[config.mk]
export PLATFORM = sky130hd
export DESIGN_NAME = spsr_top
export DESIGN_NICKNAME = d
export VERILOG_FILES = /design/src/spsr_pkg.sv /design/src/spsr_data_buf.sv /design/src/spsr_top.sv
export SDC_FILE = /design/constraint.sdc
export NUM_CORES = 1
export LEC_CHECK = 0
export BUFFER_PORTS_ARGS = -buffer_cell sky130_fd_sc_hd__buf_2
export CAP_MARGIN = 20
export CORE_MARGIN = 1.5
export CORE_UTILIZATION = 45
export CTS_CLUSTER_DIAMETER = 200
export DETAILED_ROUTE_END_ITERATION = 12
export PLACE_DENSITY = 0.67
export SYNTH_ARGS = -nofsm -noshare
export SYNTH_HDL_FRONTEND = slang
export SYNTH_HIERARCHICAL = 1
export SYNTH_SLANG_ARGS = --single-unit
[constraint.sdc]
create_clock -name clk_i -period 2.03 [get_ports clk_i]
set_clock_uncertainty 0.2 [all_clocks]
set_input_delay 0.406 -clock clk_i [delete_from_list [all_inputs] [get_ports clk_i]]
set_output_delay 0.406 -clock clk_i [all_outputs]
set_load 0.02 [all_outputs]
[src/spsr_pkg.sv]
// Purpose: constants for the serial port status and register block
// Assumes: 32-bit register port, byte offsets
// Notes:   field positions follow the register map
package spsr_pkg;
   localparam logic [7:0]  OFF_STATUS  = 8'h00;
   localparam logic [7:0]  OFF_DATA    = 8'h04;
   localparam logic [7:0]  OFF_BAUD    = 8'h08;
   localparam logic [7:0]  OFF_CTRL1   = 8'h0c;
   localparam logic [7:0]  OFF_CTRL2   = 8'h10;
   localparam logic [7:0]  OFF_CTRL3   = 8'h14;
   localparam logic [7:0]  OFF_GTP     = 8'h18;
   localparam logic [7:0]  OFF_IRQ_ST  = 8'h1c;
   localparam logic [7:0]  OFF_IRQ_MSK = 8'h20;
   localparam int STS_RXDR  = 5;
   localparam int STS_TXC   = 6;
   localparam int STS_TXBE  = 7;
   localparam int STS_BRK   = 8;
   localparam int STS_FLOW  = 9;
   localparam logic [31:0] STATUS_RST = 32'h0000_00c0;
   localparam int C1_RXIE   = 5;
   localparam int C1_TXCIE  = 6;
   localparam int C1_TXBEIE = 7;
   localparam int C2_BRKIE  = 6;
   localparam int C2_LIN    = 14;
   localparam int C3_FLOWEN = 9;
   localparam int C3_FLOWIE = 10;
   localparam logic [31:0] CTRL1_MASK = 32'h0000_3fff;
   localparam logic [31:0] CTRL2_MASK = 32'h0000_7f6f;
   localparam logic [31:0] CTRL3_MASK = 32'h0000_07ff;
   localparam logic [31:0] BAUD_MASK  = 32'h0000_ffff;
   localparam logic [31:0] GTP_MASK   = 32'h0000_ffff;
   localparam logic [31:0] DATA_MASK  = 32'h0000_01ff;
   localparam int EVT_W = 5;
endpackage : spsr_pkg

[src/spsr_data_buf.sv]
// Purpose: small holding buffer for the received data word
// Assumes: one write port, registered read
// Notes:   index 1 holds the received word, index 0 is spare
`timescale 1ns/1ps
module spsr_data_buf #(
   parameter int W = 9
) (
   input  wire logic         clk_i,
   input  wire logic         nrst_i,
   input  wire logic         we_i,
   input  wire logic         waddr_i,
   input  wire logic [W-1:0] wdata_i,
   input  wire logic         raddr_i,
   output logic      [W-1:0] rdata_o
);
   typedef struct packed {
      logic [1:0][W-1:0] mem;
      logic [W-1:0]      rd;
   } spsr_buf_st_t;
   spsr_buf_st_t st_reg;
   spsr_buf_st_t st_next;
   always_comb begin
      st_next = st_reg;
      if (we_i) begin
         st_next.mem[waddr_i] = wdata_i;
      end
      st_next.rd = st_reg.mem[raddr_i];
   end
   always_ff @(posedge clk_i or negedge nrst_i) begin
      if (!nrst_i) begin
         st_reg <= '0;
      end else begin
         st_reg <= st_next;
      end
   end
   assign rdata_o = st_reg.rd;
endmodule : spsr_data_buf

[src/spsr_top.sv]
// Purpose: register map and status flags of a serial port
// Assumes: engines deliver one-cycle event pulses in the clk_i domain
// Notes on behaviour
// - with flow monitoring on, a level change of clear_to_send_input_n sets status bit 9.
// - the interrupt is raised while the flow change flag and its enable are both set.
// - with LIN mode on, a detected break sets status bit 8.
// - the interrupt is raised while the break flag and its enable are both set.
// - flow and break flags stay set until software writes zero to them.
// - the status register reads 0x000000c0 after reset.
// - buffer-empty sets on reset or move to shifter and clears on a data write.
// - with buffer-empty set, complete sets at frame end; software clears it.
// - receive-ready sets on a receive move and clears on zero write or data read.
//
// The strobed register port is this design's own decision.
`timescale 1ns/1ps
module spsr_top #(
   parameter int DATA_W = 9
) (
   input  wire logic              clk_i,
   input  wire logic              nrst_i,
   input  wire logic [7:0]        addr_i,
   input  wire logic [31:0]       wdata_i,
   input  wire logic              wr_i,
   input  wire logic              rd_i,
   output logic      [31:0]       rdata_o,
   input  wire logic              clear_to_send_input_n_i,
   input  wire logic              break_seen_i,
   input  wire logic              tx_load_i,
   input  wire logic              tx_frame_done_i,
   input  wire logic              rx_move_i,
   input  wire logic [DATA_W-1:0] rx_data_i,
   output logic      [DATA_W-1:0] tx_data_o,
   output logic                   tx_data_valid_o,
   output logic      [15:0]       baud_div_o,
   output logic      [31:0]       ctrl1_o,
   output logic      [31:0]       ctrl2_o,
   output logic      [31:0]       ctrl3_o,
   output logic      [15:0]       guard_prescale_o,
   output logic                   irq_o
);
   localparam int EVT_W_L = spsr_pkg::EVT_W;

   typedef enum logic [1:0] {
      SPSR_RD_NONE = 2'b00,
      SPSR_RD_REG  = 2'b01,
      SPSR_RD_DATA = 2'b10
   } spsr_rd_t;

   typedef struct packed {
      logic                   transmit_buffer_empty_flag;
      logic                   transmission_complete_flag;
      logic                   receive_data_ready_flag;
      logic                   break_detected_flag;
      logic                   flow_change_flag;
      logic                   cts_seen;
      logic                   cts_seen_ok;
      logic [31:0]            ctrl1;
      logic [31:0]            ctrl2;
      logic [31:0]            ctrl3;
      logic [15:0]            baud;
      logic [15:0]            gtp;
      logic [EVT_W_L-1:0]     evt_st;
      logic [EVT_W_L-1:0]     evt_msk;
      logic                   tx_pend;
      logic [DATA_W-1:0]      tx_word;
      spsr_rd_t               rd_kind;
      logic [31:0]            rd_word;
      logic                   irq;
   } spsr_st_t;

   spsr_st_t          st_reg;
   spsr_st_t          st_next;
   logic [DATA_W-1:0] buf_rdata;
   logic              buf_we;
   logic              buf_waddr;
   logic [DATA_W-1:0] buf_wdata;
   logic [31:0]       status_word;
   logic [EVT_W_L-1:0] evt_now;
   logic              data_wr;

   // a strobed write or read hit at the given offset
   function automatic logic hit(input logic [7:0] a, input logic [7:0] off, input logic s);
      hit = s && (a == off);
   endfunction : hit

   assign data_wr   = hit(addr_i, spsr_pkg::OFF_DATA, wr_i);
   // receive slot only; transmit word is held apart so a move never collides
   assign buf_we    = rx_move_i;
   assign buf_waddr = 1'b1;
   assign buf_wdata = rx_data_i;

   spsr_data_buf #(
      .W       (DATA_W)
   ) u_buf (
      .clk_i   (clk_i),
      .nrst_i  (nrst_i),
      .we_i    (buf_we),
      .waddr_i (buf_waddr),
      .wdata_i (buf_wdata),
      .raddr_i (1'b1),
      .rdata_o (buf_rdata)
   );

   always_comb begin
      status_word                      = '0;
      status_word[spsr_pkg::STS_FLOW]  = st_reg.flow_change_flag;
      status_word[spsr_pkg::STS_BRK]   = st_reg.break_detected_flag;
      status_word[spsr_pkg::STS_TXBE]  = st_reg.transmit_buffer_empty_flag;
      status_word[spsr_pkg::STS_TXC]   = st_reg.transmission_complete_flag;
      status_word[spsr_pkg::STS_RXDR]  = st_reg.receive_data_ready_flag;
   end

   always_comb begin
      logic flow_en;
      logic lin_en;
      logic sts_wr;
      logic rd_data;
      flow_en = st_reg.ctrl3[spsr_pkg::C3_FLOWEN];
      lin_en  = st_reg.ctrl2[spsr_pkg::C2_LIN];
      sts_wr  = hit(addr_i, spsr_pkg::OFF_STATUS, wr_i);
      rd_data = hit(addr_i, spsr_pkg::OFF_DATA, rd_i);
      st_next = st_reg;

      st_next.cts_seen    = clear_to_send_input_n_i;
      st_next.cts_seen_ok = 1'b1;
      evt_now    = '0;
      evt_now[0] = flow_en && st_reg.cts_seen_ok &&
                   (clear_to_send_input_n_i != st_reg.cts_seen);
      evt_now[1] = lin_en && break_seen_i;
      evt_now[2] = tx_load_i && st_reg.tx_pend;
      evt_now[3] = tx_frame_done_i && st_reg.transmit_buffer_empty_flag;
      evt_now[4] = rx_move_i;

      if (sts_wr && !wdata_i[spsr_pkg::STS_FLOW]) begin
         st_next.flow_change_flag = 1'b0;
      end
      if (sts_wr && !wdata_i[spsr_pkg::STS_BRK]) begin
         st_next.break_detected_flag = 1'b0;
      end
      if (sts_wr && !wdata_i[spsr_pkg::STS_TXC]) begin
         st_next.transmission_complete_flag = 1'b0;
      end
      // clear on zero write or data read
      if ((sts_wr && !wdata_i[spsr_pkg::STS_RXDR]) || rd_data) begin
         st_next.receive_data_ready_flag = 1'b0;
      end
      if (evt_now[0]) begin
         st_next.flow_change_flag = 1'b1;
      end
      if (evt_now[1]) begin
         st_next.break_detected_flag = 1'b1;
      end
      if (evt_now[3]) begin
         st_next.transmission_complete_flag = 1'b1;
      end
      if (evt_now[4]) begin
         st_next.receive_data_ready_flag = 1'b1;
      end

      if (data_wr) begin
         st_next.transmit_buffer_empty_flag = 1'b0;
         st_next.tx_pend                    = 1'b1;
         st_next.tx_word                    = wdata_i[DATA_W-1:0];
      end else if (evt_now[2]) begin
         st_next.transmit_buffer_empty_flag = 1'b1;
         st_next.tx_pend                    = 1'b0;
      end

      if (hit(addr_i, spsr_pkg::OFF_BAUD, wr_i)) begin
         st_next.baud = wdata_i[15:0] & spsr_pkg::BAUD_MASK[15:0];
      end else if (hit(addr_i, spsr_pkg::OFF_CTRL1, wr_i)) begin
         st_next.ctrl1 = wdata_i & spsr_pkg::CTRL1_MASK;
      end else if (hit(addr_i, spsr_pkg::OFF_CTRL2, wr_i)) begin
         st_next.ctrl2 = wdata_i & spsr_pkg::CTRL2_MASK;
      end else if (hit(addr_i, spsr_pkg::OFF_CTRL3, wr_i)) begin
         st_next.ctrl3 = wdata_i & spsr_pkg::CTRL3_MASK;
      end else if (hit(addr_i, spsr_pkg::OFF_GTP, wr_i)) begin
         st_next.gtp = wdata_i[15:0] & spsr_pkg::GTP_MASK[15:0];
      end else if (hit(addr_i, spsr_pkg::OFF_IRQ_MSK, wr_i)) begin
         st_next.evt_msk = wdata_i[EVT_W_L-1:0];
      end

      // sticky event log, write one clears, set wins
      if (hit(addr_i, spsr_pkg::OFF_IRQ_ST, wr_i)) begin
         st_next.evt_st = st_reg.evt_st & ~wdata_i[EVT_W_L-1:0];
      end
      st_next.evt_st = st_next.evt_st | evt_now;

      st_next.irq = (st_next.flow_change_flag && st_next.ctrl3[spsr_pkg::C3_FLOWIE]) ||
                    (st_next.break_detected_flag && st_next.ctrl2[spsr_pkg::C2_BRKIE]) ||
                    (st_next.transmit_buffer_empty_flag &&
                     st_next.ctrl1[spsr_pkg::C1_TXBEIE]) ||
                    (st_next.transmission_complete_flag &&
                     st_next.ctrl1[spsr_pkg::C1_TXCIE]) ||
                    (st_next.receive_data_ready_flag && st_next.ctrl1[spsr_pkg::C1_RXIE]) ||
                    |(st_next.evt_st & st_next.evt_msk);

      // status read has no side effect
      st_next.rd_kind = SPSR_RD_NONE;
      st_next.rd_word = '0;
      if (rd_i) begin
         st_next.rd_kind = SPSR_RD_REG;
         if (addr_i == spsr_pkg::OFF_STATUS) begin
            st_next.rd_word = status_word;
         end else if (addr_i == spsr_pkg::OFF_DATA) begin
            st_next.rd_kind = SPSR_RD_DATA;
         end else if (addr_i == spsr_pkg::OFF_BAUD) begin
            st_next.rd_word = {16'h0000, st_reg.baud};
         end else if (addr_i == spsr_pkg::OFF_CTRL1) begin
            st_next.rd_word = st_reg.ctrl1;
         end else if (addr_i == spsr_pkg::OFF_CTRL2) begin
            st_next.rd_word = st_reg.ctrl2;
         end else if (addr_i == spsr_pkg::OFF_CTRL3) begin
            st_next.rd_word = st_reg.ctrl3;
         end else if (addr_i == spsr_pkg::OFF_GTP) begin
            st_next.rd_word = {16'h0000, st_reg.gtp};
         end else if (addr_i == spsr_pkg::OFF_IRQ_ST) begin
            st_next.rd_word = {{(32-EVT_W_L){1'b0}}, st_reg.evt_st};
         end else if (addr_i == spsr_pkg::OFF_IRQ_MSK) begin
            st_next.rd_word = {{(32-EVT_W_L){1'b0}}, st_reg.evt_msk};
         end
      end
   end

   always_ff @(posedge clk_i or negedge nrst_i) begin
      if (!nrst_i) begin
         st_reg                            <= '0;
         st_reg.transmit_buffer_empty_flag <= spsr_pkg::STATUS_RST[spsr_pkg::STS_TXBE];
         st_reg.transmission_complete_flag <= spsr_pkg::STATUS_RST[spsr_pkg::STS_TXC];
      end else begin
         st_reg <= st_next;
      end
   end

   // data read word comes from the buffer register one cycle late
   assign rdata_o          = (st_reg.rd_kind == SPSR_RD_DATA) ?
                             {{(32-DATA_W){1'b0}}, buf_rdata} : st_reg.rd_word;
   assign tx_data_o        = st_reg.tx_word;
   assign tx_data_valid_o  = st_reg.tx_pend;
   assign baud_div_o       = st_reg.baud;
   assign ctrl1_o          = st_reg.ctrl1;
   assign ctrl2_o          = st_reg.ctrl2;
   assign ctrl3_o          = st_reg.ctrl3;
   assign guard_prescale_o = st_reg.gtp;
   assign irq_o            = st_reg.irq;
endmodule : spsr_top

==> impl_metrics.sql, run 1 <==
INSERT INTO impl_metrics (metric_group, metric, value, unit) VALUES
('status', 'run_status', 'complete, but fails checks', ''),
('status', 'violations', 'negative setup slack', ''),
('finish', 'post_route_insts_no_fill', '1023', ''),
('finish', 'layout-area-overhead-vs-synth', '21.9', '%'),
('finish', 'largest_register_ffs', '35', ''),
('worst_setup_path', 'r2r-start', 'st_reg[184]', ''),
('flow_run', 'drv_cap', '0', ''),
('yosys', 'ys.flop_type', 'sky130_fd_sc_hd__dfrtp_1', ''),
('detailed_routing', 'via_count', '5260', ''),
('yosys', 'yosysMostFrequentCell', 'sky130_fd_sc_hd__buf_4', ''),
('detailed_routing', 'final_antenna_net_count', '0', ''),
('sta', 'final_setup_fails', '16', ''),
('detailed_routing', 'drtPass1Iterations', '5', ''),
('sta', 'min_period', '2.19', 'ns'),
('placement', 'placement.cell_area', '8150', 'µm²'),
('sta', 'final_critical_path_share_of_the_clock_period', '1.08', ''),
('sta', 'final.setup.worst_slack', '-0.158', 'ns'),
('worst_setup_path', 'slowest_stage', 'sky130_fd_sc_hd__dfrtp_1', ''),
('yosys', 'synth.yosys.seq_area_share', '0.480', ''),
('cts', 'cts_tree', 'built', ''),
('placement', 'placed_instance_count', '986', ''),
('finish', 'final_layout_size_suffix_gt1_frac', '0.502', ''),
('worst_setup_path', 'critical_path.startpoint_type', 'flop', ''),
('cts', 'cts-htree-levels', '4', ''),
('grt', 'grt_pass1_wl', '31.2', 'mm'),
('cts', 'cts.reportedPaths.clkPinSlew', '0.06', 'ns'),
('yosys', 'yosys.area.top_type', 'sky130_fd_sc_hd__dfrtp_1', ''),
('worst_setup_path', 'crit_path_cell_trace', 'nor2b_4 -> buf_8 -> mux2_4 -> buf_6', ''),
('sta', 'grt_setup_unrepaired', 'yes', ''),
('detailed_routing', 'drc', '0', ''),
('sta', 'report.final.slew_viol_count', '0', ''),
('cts', 'clock_latency_at_the_later_pin_of_the_worst_skew_pair', '0.42', 'ns'),
('worst_setup_path', 'crit_path_max_incr_delay', '0.39', 'ns'),
('yosys', 'synth.top_cells.by_count', 'sky130_fd_sc_hd__buf_4 (162), sky130_fd_sc_hd__dfrtp_1 (141), sky130_fd_sc_hd__mux2_2 (107)', ''),
('min_path', 'holdCritStartpoint', 'wdata_i[15]', ''),
('worst_setup_path', 'timing.critical_path.to_type', 'output port', ''),
('worst_setup_path', 'critical_path_data_required_time', '1.42', 'ns'),
('grt', 'gr-usage-all-layers', '0.233', ''),
('yosys', 'synthArstFlopShare', '1.00', ''),
('worst_setup_path', 'worst-endpoint-arrival', '1.58', 'ns'),
('sta', 'setup-tns-final', '-1.57', 'ns'),
('yosys', 'synth.top_cell.area_share', '0.473', ''),
('die', 'core-area', '16100', 'µm²'),
('yosys', 'post_synth_main_area_contributors', 'sky130_fd_sc_hd__dfrtp_1 (47%), sky130_fd_sc_hd__buf_4 (16%), sky130_fd_sc_hd__mux2_2 (16%), sky130_fd_sc_hd__nand2_1 (1.8%), sky130_fd_sc_hd__a22oi_1 (1.5%)', ''),
('die', 'floorplan.rows', '46', ''),
('die', 'die_extent_in_x', '132', 'µm'),
('yosys', 'synth-warning-count', '6', ''),
('power', 'powerDensity', '816', 'nW/µm²'),
('yosys', 'synth_enable_flop_cells', '0', ''),
('yosys', 'mean_cell_area_of_the_mapped_netlist', '11.4', 'µm²'),
('placement', 'gp_congestion', '0.919', ''),
('detailed_routing', 'wl_per_cell', '19.7', 'µm'),
('placement', 'io_buffer_count', '138', ''),
('detailed_routing', 'drtIter0Drc', '341', ''),
('worst_setup_path', 'ff2ff_setup_slack', '0.40', 'ns'),
('die', 'design.die.area', '17400', 'µm²'),
('yosys', 'netlist-cell-type-count', '51', ''),
('grt', 'first_global_vias', '5416', ''),
('placement', 'post-place-ws', '-0.582', 'ns'),
('finish', 'nNetsFinal', '852', ''),
('yosys', 'synth-seq-cells', '143', ''),
('yosys', 'mappedNetlistArea', '7460', 'µm²'),
('die', 'fp.dieH', '132', 'µm'),
('cts', 'cts_root_buf', 'sky130_fd_sc_hd__clkbuf_16', ''),
('detailed_routing', 'drt-vias-per-instance', '5.14', ''),
('power', 'leakagePower', '4.64', 'nW'),
('min_path', 'cell_depth_of_the_worst_hold_path', '2', ''),
('yosys', 'synth_cells', '652', ''),
('worst_setup_path', 'timing.critical_path.buf_inv', '2', ''),
('grt', 'antenna_violations_before_repair', '0', ''),
('detailed_routing', 'drt-total-wl', '20.2', 'mm');
metal layers:
| metal | GRT usage | up-vias | part of all wire |
|---|---|---|---|
| met5 | 0 | - | 0 |
| met4 | 0.0753 | 0 | 0.019 |
| met3 | 0.0500 | 31 | 0.052 |
| met2 | 0.392 | 191 | 0.50 |
| met1 | 0.301 | 2668 | 0.43 |
| li1 | - | 2370 | - |
report_power, final:
group,switching (mW),total [mW],leakage [nW],internal (mW)
clock network,1.20,3.26,0.294,2.06
registers,0.142,3.20,1.88,3.06
logic,0.590,0.962,2.46,0.372
final cells by class:
type | instances | area (µm²) | area share
inverter | 7 | 26.3 | 0.00289
clock buffer | 19 | 433 | 0.0476
timing repair buffer | 231 | 1560 | 0.171
sequential | 143 | 3580 | 0.393
tap | 216 | 270 | 0.0297
multi-input combinational | 394 | 3050 | 0.335
clock inverter | 13 | 188 | 0.0206
per-stage QoR:
step	hold slack, ns	utilization	total power [mW]
2_1_floorplan	-0.0896	-	3.99
3_3_place_gp	0.145	0.508	4.15
3_5_place_dp	0.150	0.508	4.17
4_1_cts	0.0228	0.561	7.47
5_1_grt	0.0402	0.567	7.70
6_report	0.0377	0.567	7.43
worst register-to-register path: stages, from the launching register on:
cell,delay (ns)
sky130_fd_sc_hd__dfrtp_1,0.37
sky130_fd_sc_hd__xor2_1,0.16
sky130_fd_sc_hd__nand3_1,0.14
sky130_fd_sc_hd__nand2_1,0.15
sky130_fd_sc_hd__a2111oi_4,0.35
sky130_fd_sc_hd__nand4_1,0.14
layout by cell type (no fill, tap or decap), drive strengths merged, types with 3 or more instances in the layout:
master / instances
dfrtp: 141
clkbuf: 19
o31ai: 7
inv: 8
mux2: 107
clkinv: 5
nand3: 10
o2bb2ai: 7
a221oi: 8
nor2b: 11
buf: 229
nor2: 23
bufinv: 4
nor3: 5
a31oi: 4
nor4b: 3
o22ai: 7
nand4: 5
a22oi: 15
conb: 78
o21ai: 17
nand2: 39
a21oi: 16
o41ai: 8
clkinvlp: 3
or4: 3
how the worst max path moves through the flow:
| stage | startpoint | to | slack [ns] | cells past startpoint |
|---|---|---|---|---|
| 2_1_floorplan | addr_i[1] | irq_o | -0.32 | 7 |
| 3_3_place_gp | addr_i[7] | irq_o | -0.50 | 6 |
| 3_5_place_dp | addr_i[7] | irq_o | -0.58 | 6 |
| 4_1_cts | st_reg[33] | rdata_o[2] | -0.17 | 4 |
| 5_1_grt | st_reg[33] | rdata_o[3] | -0.20 | 4 |
| 6_report | st_reg[33] | rdata_o[6] | -0.16 | 4 |
cell families after synthesis:
group / synth area share
buf+inv: 0.181
flops: 0.480
simple gates: 0.0818
mux: 0.161
compound gates: 0.0934
other cells: 0.00101
xor+xnor: 0.00117
what timing repair did:
action                                  CTS  global route
hold endpoints to repair                 33             0
gates resized for setup                  53            17
endpoints found under the setup margin   16            19
setup buffers                             2             1
cloned                                    1             0
pin swaps                                 2             1
hold buffers                              2             0
Note: power is estimated with default switching activity, not from simulation.
==> run 2: changes to the inputs <==
==> constraint.sdc (replaced) <==
create_clock -name clk_i -period 2.03 [get_ports clk_i]
set_clock_uncertainty 0.2 [all_clocks]
set_input_delay 0.406 -clock clk_i [delete_from_list [all_inputs] [get_ports clk_i]]
set_output_delay 0.406 -clock clk_i [all_outputs]
set_load 0.1 [all_outputs]
==> run 2 against run 1 <==
The flow still finishes with violations (negative setup slack); via count down 0.30%; sequential power about the same; largest cell class unchanged; flip-flop and latch count unchanged; clock power down 1%; register-to-register slack about the same; global-route usage down 0.053 points; wire length down 1.5%; non-clock buffer count down 2; power up 12%; worst hold slack worse by 0.011 ns; utilization up 1.4 points.
==> impl_metrics.sql, run 2 (synthesis results as in run 1) <==
INSERT INTO impl_metrics (metric_group, metric, value, unit) VALUES
('finish', 'final_layout_size_suffix_gt1_frac', '0.516', ''),
('cts', 'cts_tree', 'built', ''),
('worst_setup_path', 'r2r-start', 'st_reg[184]', ''),
('grt', 'grt_max_degree', '63', ''),
('worst_setup_path', 'critPathMaxFanout', '6', ''),
('cts', 'cts-htree-levels', '4', ''),
('die', 'fp.dieH', '132', 'µm'),
('detailed_routing', 'drt-vias-per-instance', '5.14', ''),
('sta', 'finalHoldViolations', '0', ''),
('detailed_routing', 'drc', '0', ''),
('cts', 'cts-root-to-sink-buffers', '2', ''),
('min_path', 'holdCritStartpoint', 'wdata_i[15]', ''),
('finish', 'mostFrequentLayoutCell', 'sky130_fd_sc_hd__dfrtp_1', ''),
('sta', 'max-slew-margin-rel', '0.654', ''),
('finish', 'nNetsFinal', '850', ''),
('detailed_routing', 'via_count', '5244', ''),
('grt', 'gr-usage-all-layers', '0.232', ''),
('die', 'floorplan.rows', '46', ''),
('die', 'design.die.area', '17400', 'µm²'),
('detailed_routing', 'wl_per_cell', '19.5', 'µm'),
('sta', 'min_period', '2.26', 'ns'),
('cts', 'cts_made_buffers', '17', ''),
('worst_setup_path', 'critical_path.startpoint_type', 'flop', ''),
('min_path', 'min_path_type', 'in -> reg', ''),
('status', 'run_status', 'complete, but fails checks', ''),
('placement', 'dp_hpwl', '14.9', 'mm'),
('finish', 'diode_count', '0', ''),
('cts', 'clock_latency_at_the_later_pin_of_the_worst_skew_pair', '0.42', 'ns'),
('grt', 'gr-total-overflow', '0', ''),
('worst_setup_path', 'ff2ff_setup_slack', '0.41', 'ns'),
('worst_setup_path', 'startpoint', 'st_reg[33]', ''),
('placement', 'placed_instance_count', '978', ''),
('detailed_routing', 'drtIter0Drc', '346', ''),
('detailed_routing', 'drtPass1Iterations', '6', ''),
('finish', 'largest_register_ffs', '35', ''),
('cts', 'cts_sinks', '143', ''),
('grt', 'antenna_violations_before_repair', '0', ''),
('worst_setup_path', 'critical_path_data_required_time', '1.42', 'ns'),
('placement', 'gp_congestion', '0.901', ''),
('sta', 'worstMarginPinSlew', '0.522', 'ns'),
('worst_setup_path', 'timing.reg2reg.worst_path_depth', '5', ''),
('status', 'violations', 'negative setup slack', ''),
('grt', 'first_global_vias', '5476', ''),
('finish', 'most-common-layout-cells', 'sky130_fd_sc_hd__dfrtp_1 (141), sky130_fd_sc_hd__buf_2 (121), sky130_fd_sc_hd__mux2_2 (98), sky130_fd_sc_hd__buf_4 (79), sky130_fd_sc_hd__conb_1 (78)', ''),
('worst_setup_path', 'timing.critical_path.to_type', 'output port', ''),
('min_path', 'timing.hold.worst_endpoint', 'guard_prescale_o[15]', ''),
('die', 'ioPinCount', '229', ''),
('detailed_routing', 'final_antenna_net_count', '0', ''),
('placement', 'io_buffer_count', '138', ''),
('die', 'initial_core_util', '0.465', ''),
('finish', 'layout-area-overhead-vs-synth', '24.9', '%'),
('sta', 'grt_setup_unrepaired', 'yes', ''),
('worst_setup_path', 'worst-endpoint-arrival', '1.65', 'ns'),
('cts', 'cts_root_buf', 'sky130_fd_sc_hd__clkbuf_16', ''),
('sta', 'report.final.slew_viol_count', '0', ''),
('sta', 'final_critical_path_share_of_the_clock_period', '1.11', ''),
('worst_setup_path', 'regToRegEndpoint', 'irq_o', ''),
('power', 'total_power', '8.35', 'mW'),
('min_path', 'cell_depth_of_the_worst_hold_path', '2', ''),
('worst_setup_path', 'kind_of_critical_path', 'reg -> out', ''),
('finish', 'post_route_insts_no_fill', '1021', ''),
('flow_run', 'drv_cap', '0', ''),
('detailed_routing', 'drt-total-wl', '19.9', 'mm'),
('sta', 'max_freq', '443', 'MHz'),
('finish', 'finish.utilization', '0.581', ''),
('cts', 'cts.reportedPaths.clkPinSlew', '0.06', 'ns'),
('die', 'core-area', '16100', 'µm²'),
('power', 'leakagePower', '4.69', 'nW'),
('die', 'die_extent_in_x', '132', 'µm'),
('power', 'powerDensity', '896', 'nW/µm²'),
('power', 'worst_ir_drop_vdd', '0.623', 'mV'),
('sta', 'final.setup.worst_slack', '-0.226', 'ns'),
('sta', 'final_setup_fails', '17', ''),
('grt', 'grt_pass1_wl', '30.9', 'mm');
-- run 2: changes by cell type in the layout (fill, tap and decap cells not counted), sizes merged --
cell      previous run  this run
clkinv               5         8
bufinv               4         3
clkinvlp             3         1
buf                229       226
clkbuf              19        20
-- run 2: timing repair --
action | CTS | global route
setup endpoints to repair | 18 | 20
gates resized for setup | 41 | 29
endpoints found under the hold margin | 69 | 0
pin swaps | 4 | 4
buffers inserted | 2 | 6
hold buffers | 2 | 0
cloned | 0 | 1
-- run 2: area by class of cell --
cell class,count,area (µm²)
clock inverters,13,161
well taps,216,270
clock buffers,19,453
multi-input cells,394,3090
fillers,1358,6740
repair buffers,229,1740
inverters,7,26.3
flip-flops and latches,143,3580
-- run 2: metal layers --
| layer | routed length, µm | vias to the layer above | GRT usage |
|---|---|---|---|
| met4 | 256 | 0 | 0.0710 |
| met3 | 1080 | 20 | 0.0557 |
| met2 | 9930 | 208 | 0.388 |
| li1 | - | 2353 | - |
| met5 | 0 | - | 0 |
| met1 | 8640 | 2663 | 0.300 |
-- run 2: worst max-delay path, stage by stage, from the launching register on --
cell	delay, ns
sky130_fd_sc_hd__dfrtp_1	0.39
sky130_fd_sc_hd__nor2b_4	0.18
sky130_fd_sc_hd__clkbuf_16	0.18
sky130_fd_sc_hd__mux2_4	0.31
sky130_fd_sc_hd__buf_12	0.17
-- run 2: per-stage QoR --
stage	setup WS [ns]	cell area (µm²)	setup TNS, ns	hold WS [ns]
floorplan	-0.321	7890	-4.61	-0.0896
global placement	-0.528	8300	-18.88	0.0897
detailed placement	-0.606	8300	-20.84	0.0910
CTS	-0.257	9120	-2.78	0.0140
global route	-0.289	9320	-3.78	0.0151
finish	-0.226	9320	-2.72	0.0263
-- run 2: how the worst max path moves through the flow --
| stage | to | slack, ns | cells after the start |
|---|---|---|---|
| final | rdata_o[7] | -0.23 | 4 |
| after global routing | rdata_o[3] | -0.29 | 4 |
| after CTS | rdata_o[4] | -0.26 | 4 |
| after detailed placement | irq_o | -0.61 | 6 |
| after global placement | irq_o | -0.53 | 6 |
| after floorplan | irq_o | -0.32 | 7 |
-- run 2: power breakdown --
part           leakage (nW)  internal [mW]  switching, mW
clock network         0.303           2.00           1.22
registers              1.88           3.06          0.139
logic                  2.50          0.364           1.57
==> run 3: changes to the inputs <==
--- a/config.mk
+++ b/config.mk
@@ -7,7 +7,6 @@
 export LEC_CHECK = 0
 export BUFFER_PORTS_ARGS = -buffer_cell sky130_fd_sc_hd__buf_2
 export CAP_MARGIN = 20
-export CORE_MARGIN = 1.5
 export CORE_UTILIZATION = 45
 export CTS_CLUSTER_DIAMETER = 200
 export DETAILED_ROUTE_END_ITERATION = 12
==> run 3 against run 2 <==
The run still ends with negative setup slack left; non-clock buffer count decreased by 7; die area decreased by 1.5%; utilization decreased by 1.1 points; critical endpoint is now rdata_o[4]; cell area decreased by 1.9%; sequential power about the same; clock power increased by 3%; power increased by 0.99%; wire length decreased by 0.35%; largest power group unchanged; fmax decreased by 0.94%.
==> impl_metrics.sql, run 3 (synthesis results as in run 1) <==
INSERT INTO impl_metrics (metric_group, metric, value, unit) VALUES
('detailed_routing', 'drc', '0', ''),
('cts', 'cts-root-to-sink-buffers', '2', ''),
('sta', 'report.final.slew_viol_count', '0', ''),
('sta', 'min_period', '2.28', 'ns'),
('sta', 'finalHoldViolations', '0', ''),
('worst_setup_path', 'startpoint', 'st_reg[33]', ''),
('grt', 'grt_max_degree', '62', ''),
('die', 'initial_core_util', '0.465', ''),
('detailed_routing', 'dr_wl_met3', '1.11', 'mm'),
('worst_setup_path', 'critPathMaxFanout', '11', ''),
('finish', 'finish.utilization', '0.569', ''),
('die', 'ioPinCount', '229', ''),
('die', 'floorplan.rows', '46', ''),
('grt', 'grt_pass1_wl', '30.1', 'mm'),
('power', 'powerDensity', '922', 'nW/µm²'),
('die', 'core-area', '16100', 'µm²'),
('worst_setup_path', 'kind_of_critical_path', 'reg -> out', ''),
('cts', 'cts.reportedPaths.clkPinSlew', '0.06', 'ns'),
('worst_setup_path', 'regToRegEndpoint', 'irq_o', ''),
('grt', 'antenna_violations_before_repair', '0', ''),
('worst_setup_path', 'critical_path_data_required_time', '1.42', 'ns'),
('die', 'die_extent_in_x', '131', 'µm'),
('placement', 'io_buffer_count', '138', ''),
('cts', 'cts_sinks', '143', ''),
('placement', 'gp_congestion', '0.936', ''),
('cts', 'cts_root_buf', 'sky130_fd_sc_hd__clkbuf_16', ''),
('finish', 'mostFrequentLayoutCell', 'sky130_fd_sc_hd__dfrtp_1', ''),
('grt', 'first_global_vias', '5273', ''),
('detailed_routing', 'drt-total-wl', '19.8', 'mm'),
('detailed_routing', 'drtIter0Drc', '302', ''),
('worst_setup_path', 'critical_path.startpoint_type', 'flop', ''),
('power', 'leakagePower', '4.61', 'nW'),
('sta', 'max_freq', '439', 'MHz'),
('sta', 'finalHoldWorstSlack', '0.0202', 'ns'),
('detailed_routing', 'wl_per_cell', '19.6', 'µm'),
('finish', 'nNetsFinal', '843', ''),
('detailed_routing', 'met2_length', '9.74', 'mm'),
('detailed_routing', 'drt-vias-per-instance', '5.19', ''),
('worst_setup_path', 'crit_end', 'rdata_o[4]', ''),
('worst_setup_path', 'timing.reg2reg.worst_path_depth', '5', ''),
('finish', 'layout-area-overhead-vs-synth', '22.5', '%'),
('sta', 'final.setup.worst_slack', '-0.247', 'ns'),
('detailed_routing', 'routedLengthMet1', '8.64', 'mm'),
('finish', 'diode_count', '0', ''),
('worst_setup_path', 'ff2ff_setup_slack', '0.39', 'ns'),
('flow_run', 'drv_cap', '0', ''),
('sta', 'final_setup_fails', '16', ''),
('status', 'run_status', 'complete, but fails checks', ''),
('sta', 'final_critical_path_share_of_the_clock_period', '1.12', ''),
('detailed_routing', 'via_count', '5261', ''),
('detailed_routing', 'drtPass1Iterations', '4', ''),
('die', 'fp.dieH', '131', 'µm'),
('worst_setup_path', 'timing.critical_path.to_type', 'output port', ''),
('sta', 'max-slew-margin-rel', '0.482', ''),
('grt', 'gr-usage-all-layers', '0.243', ''),
('finish', 'largest_register_ffs', '35', ''),
('detailed_routing', 'final_antenna_net_count', '0', ''),
('worst_setup_path', 'r2r-start', 'st_reg[184]', ''),
('cts', 'cts_tree', 'built', ''),
('status', 'violations', 'negative setup slack', ''),
('grt', 'gr-total-overflow', '0', ''),
('cts', 'cts-htree-levels', '4', ''),
('worst_setup_path', 'worst-endpoint-arrival', '1.67', 'ns'),
('finish', 'final_layout_size_suffix_gt1_frac', '0.497', ''),
('cts', 'clock_latency_at_the_later_pin_of_the_worst_skew_pair', '0.43', 'ns'),
('power', 'worst_ir_drop_vdd', '0.627', 'mV'),
('cts', 'cts_made_buffers', '17', ''),
('min_path', 'min_path_type', 'in -> reg', ''),
('die', 'design.die.area', '17100', 'µm²'),
('min_path', 'holdCritStartpoint', 'rx_data_i[2]', ''),
('finish', 'final_cell_area', '9140', 'µm²'),
('sta', 'worstMarginPinSlew', '0.776', 'ns'),
('finish', 'most-common-layout-cells', 'sky130_fd_sc_hd__dfrtp_1 (141), sky130_fd_sc_hd__buf_2 (121), sky130_fd_sc_hd__mux2_2 (104), sky130_fd_sc_hd__conb_1 (78), sky130_fd_sc_hd__buf_4 (74)', ''),
('placement', 'dp_hpwl', '15.2', 'mm'),
('placement', 'placement.cell_area', '8280', 'µm²'),
('sta', 'grt_setup_unrepaired', 'yes', ''),
('detailed_routing', 'maxUsedRoutingLayer', 'met4', '');
run 3: cell count changes in the layout (fill, tap and decap cells not counted), sizes merged:
cell    previous run  this run
buf              226       220
bufinv             3         4
clkbuf            20        19
clkinv             8         7
run 3: where the power goes:
part           internal, mW  total [mW]  switching, mW
clock network          2.09        3.31           1.22
registers              3.06        3.20          0.143
logic                 0.356        1.92           1.56
total                  5.51        8.43           2.93
run 3: worst min-delay path by stage:
| stage | to | slack, ns | depth (start not counted) |
|---|---|---|---|
| 2_1_floorplan | baud_div_o[0] | -0.09 | 0 |
| 3_3_place_gp | guard_prescale_o[8] | 0.03 | 1 |
| 3_5_place_dp | ctrl3_o[8] | 0.03 | 1 |
| 4_1_cts | u_buf/st_reg[20] | 0.01 | 2 |
| 5_1_grt | u_buf/st_reg[20] | 0.02 | 2 |
| 6_report | u_buf/st_reg[20] | 0.02 | 2 |
run 3: critical path, cell delays in order (launching register included):
cell	delay (ns)
sky130_fd_sc_hd__dfrtp_1	0.39
sky130_fd_sc_hd__nor2b_4	0.15
sky130_fd_sc_hd__buf_12	0.15
sky130_fd_sc_hd__mux2_2	0.35
sky130_fd_sc_hd__buf_6	0.19
run 3: what timing repair did:
| action | in CTS | in global routing |
|---|---|---|
| resized for setup | 33 | 12 |
| hold buffers | 2 | 0 |
| hold endpoints to repair | 142 | 0 |
| cloned | 0 | 0 |
| endpoints found under the setup margin | 20 | 18 |
| setup buffers | 3 | 1 |
| pin swaps | 1 | 1 |
run 3: per-stage QoR:
stage / worst slack (ns) / TNS (ns) / cells / power, mW
after detailed placement: -0.615 / -18.26 / 977 / 5.14
after floorplan: -0.321 / -4.61 / 728 / 4.98
final: -0.247 / -2.96 / 1014 / 8.43
after global routing: -0.302 / -3.75 / 1014 / 8.72
after CTS: -0.270 / -2.86 / 1013 / 8.48
after global placement: -0.507 / -15.29 / 977 / 5.11
run 3: final cells by class:
cell class / count / area, µm²
Clock buffer: 19 / 443
Clock inverter: 13 / 186
Fill cell: 1378 / 6910
Inverter: 7 / 26.3
Multi-Input combinational cell: 394 / 3010
Sequential cell: 143 / 3580
Tap cell: 216 / 270
Timing Repair Buffer: 222 / 1620
run 3: metal layers:
layer / global-route usage / vias up
met3: 0.0558 / 29
met5: 0 / -
met4: 0.0818 / 0
li1: - / 2338
met2: 0.396 / 204
met1: 0.320 / 2690
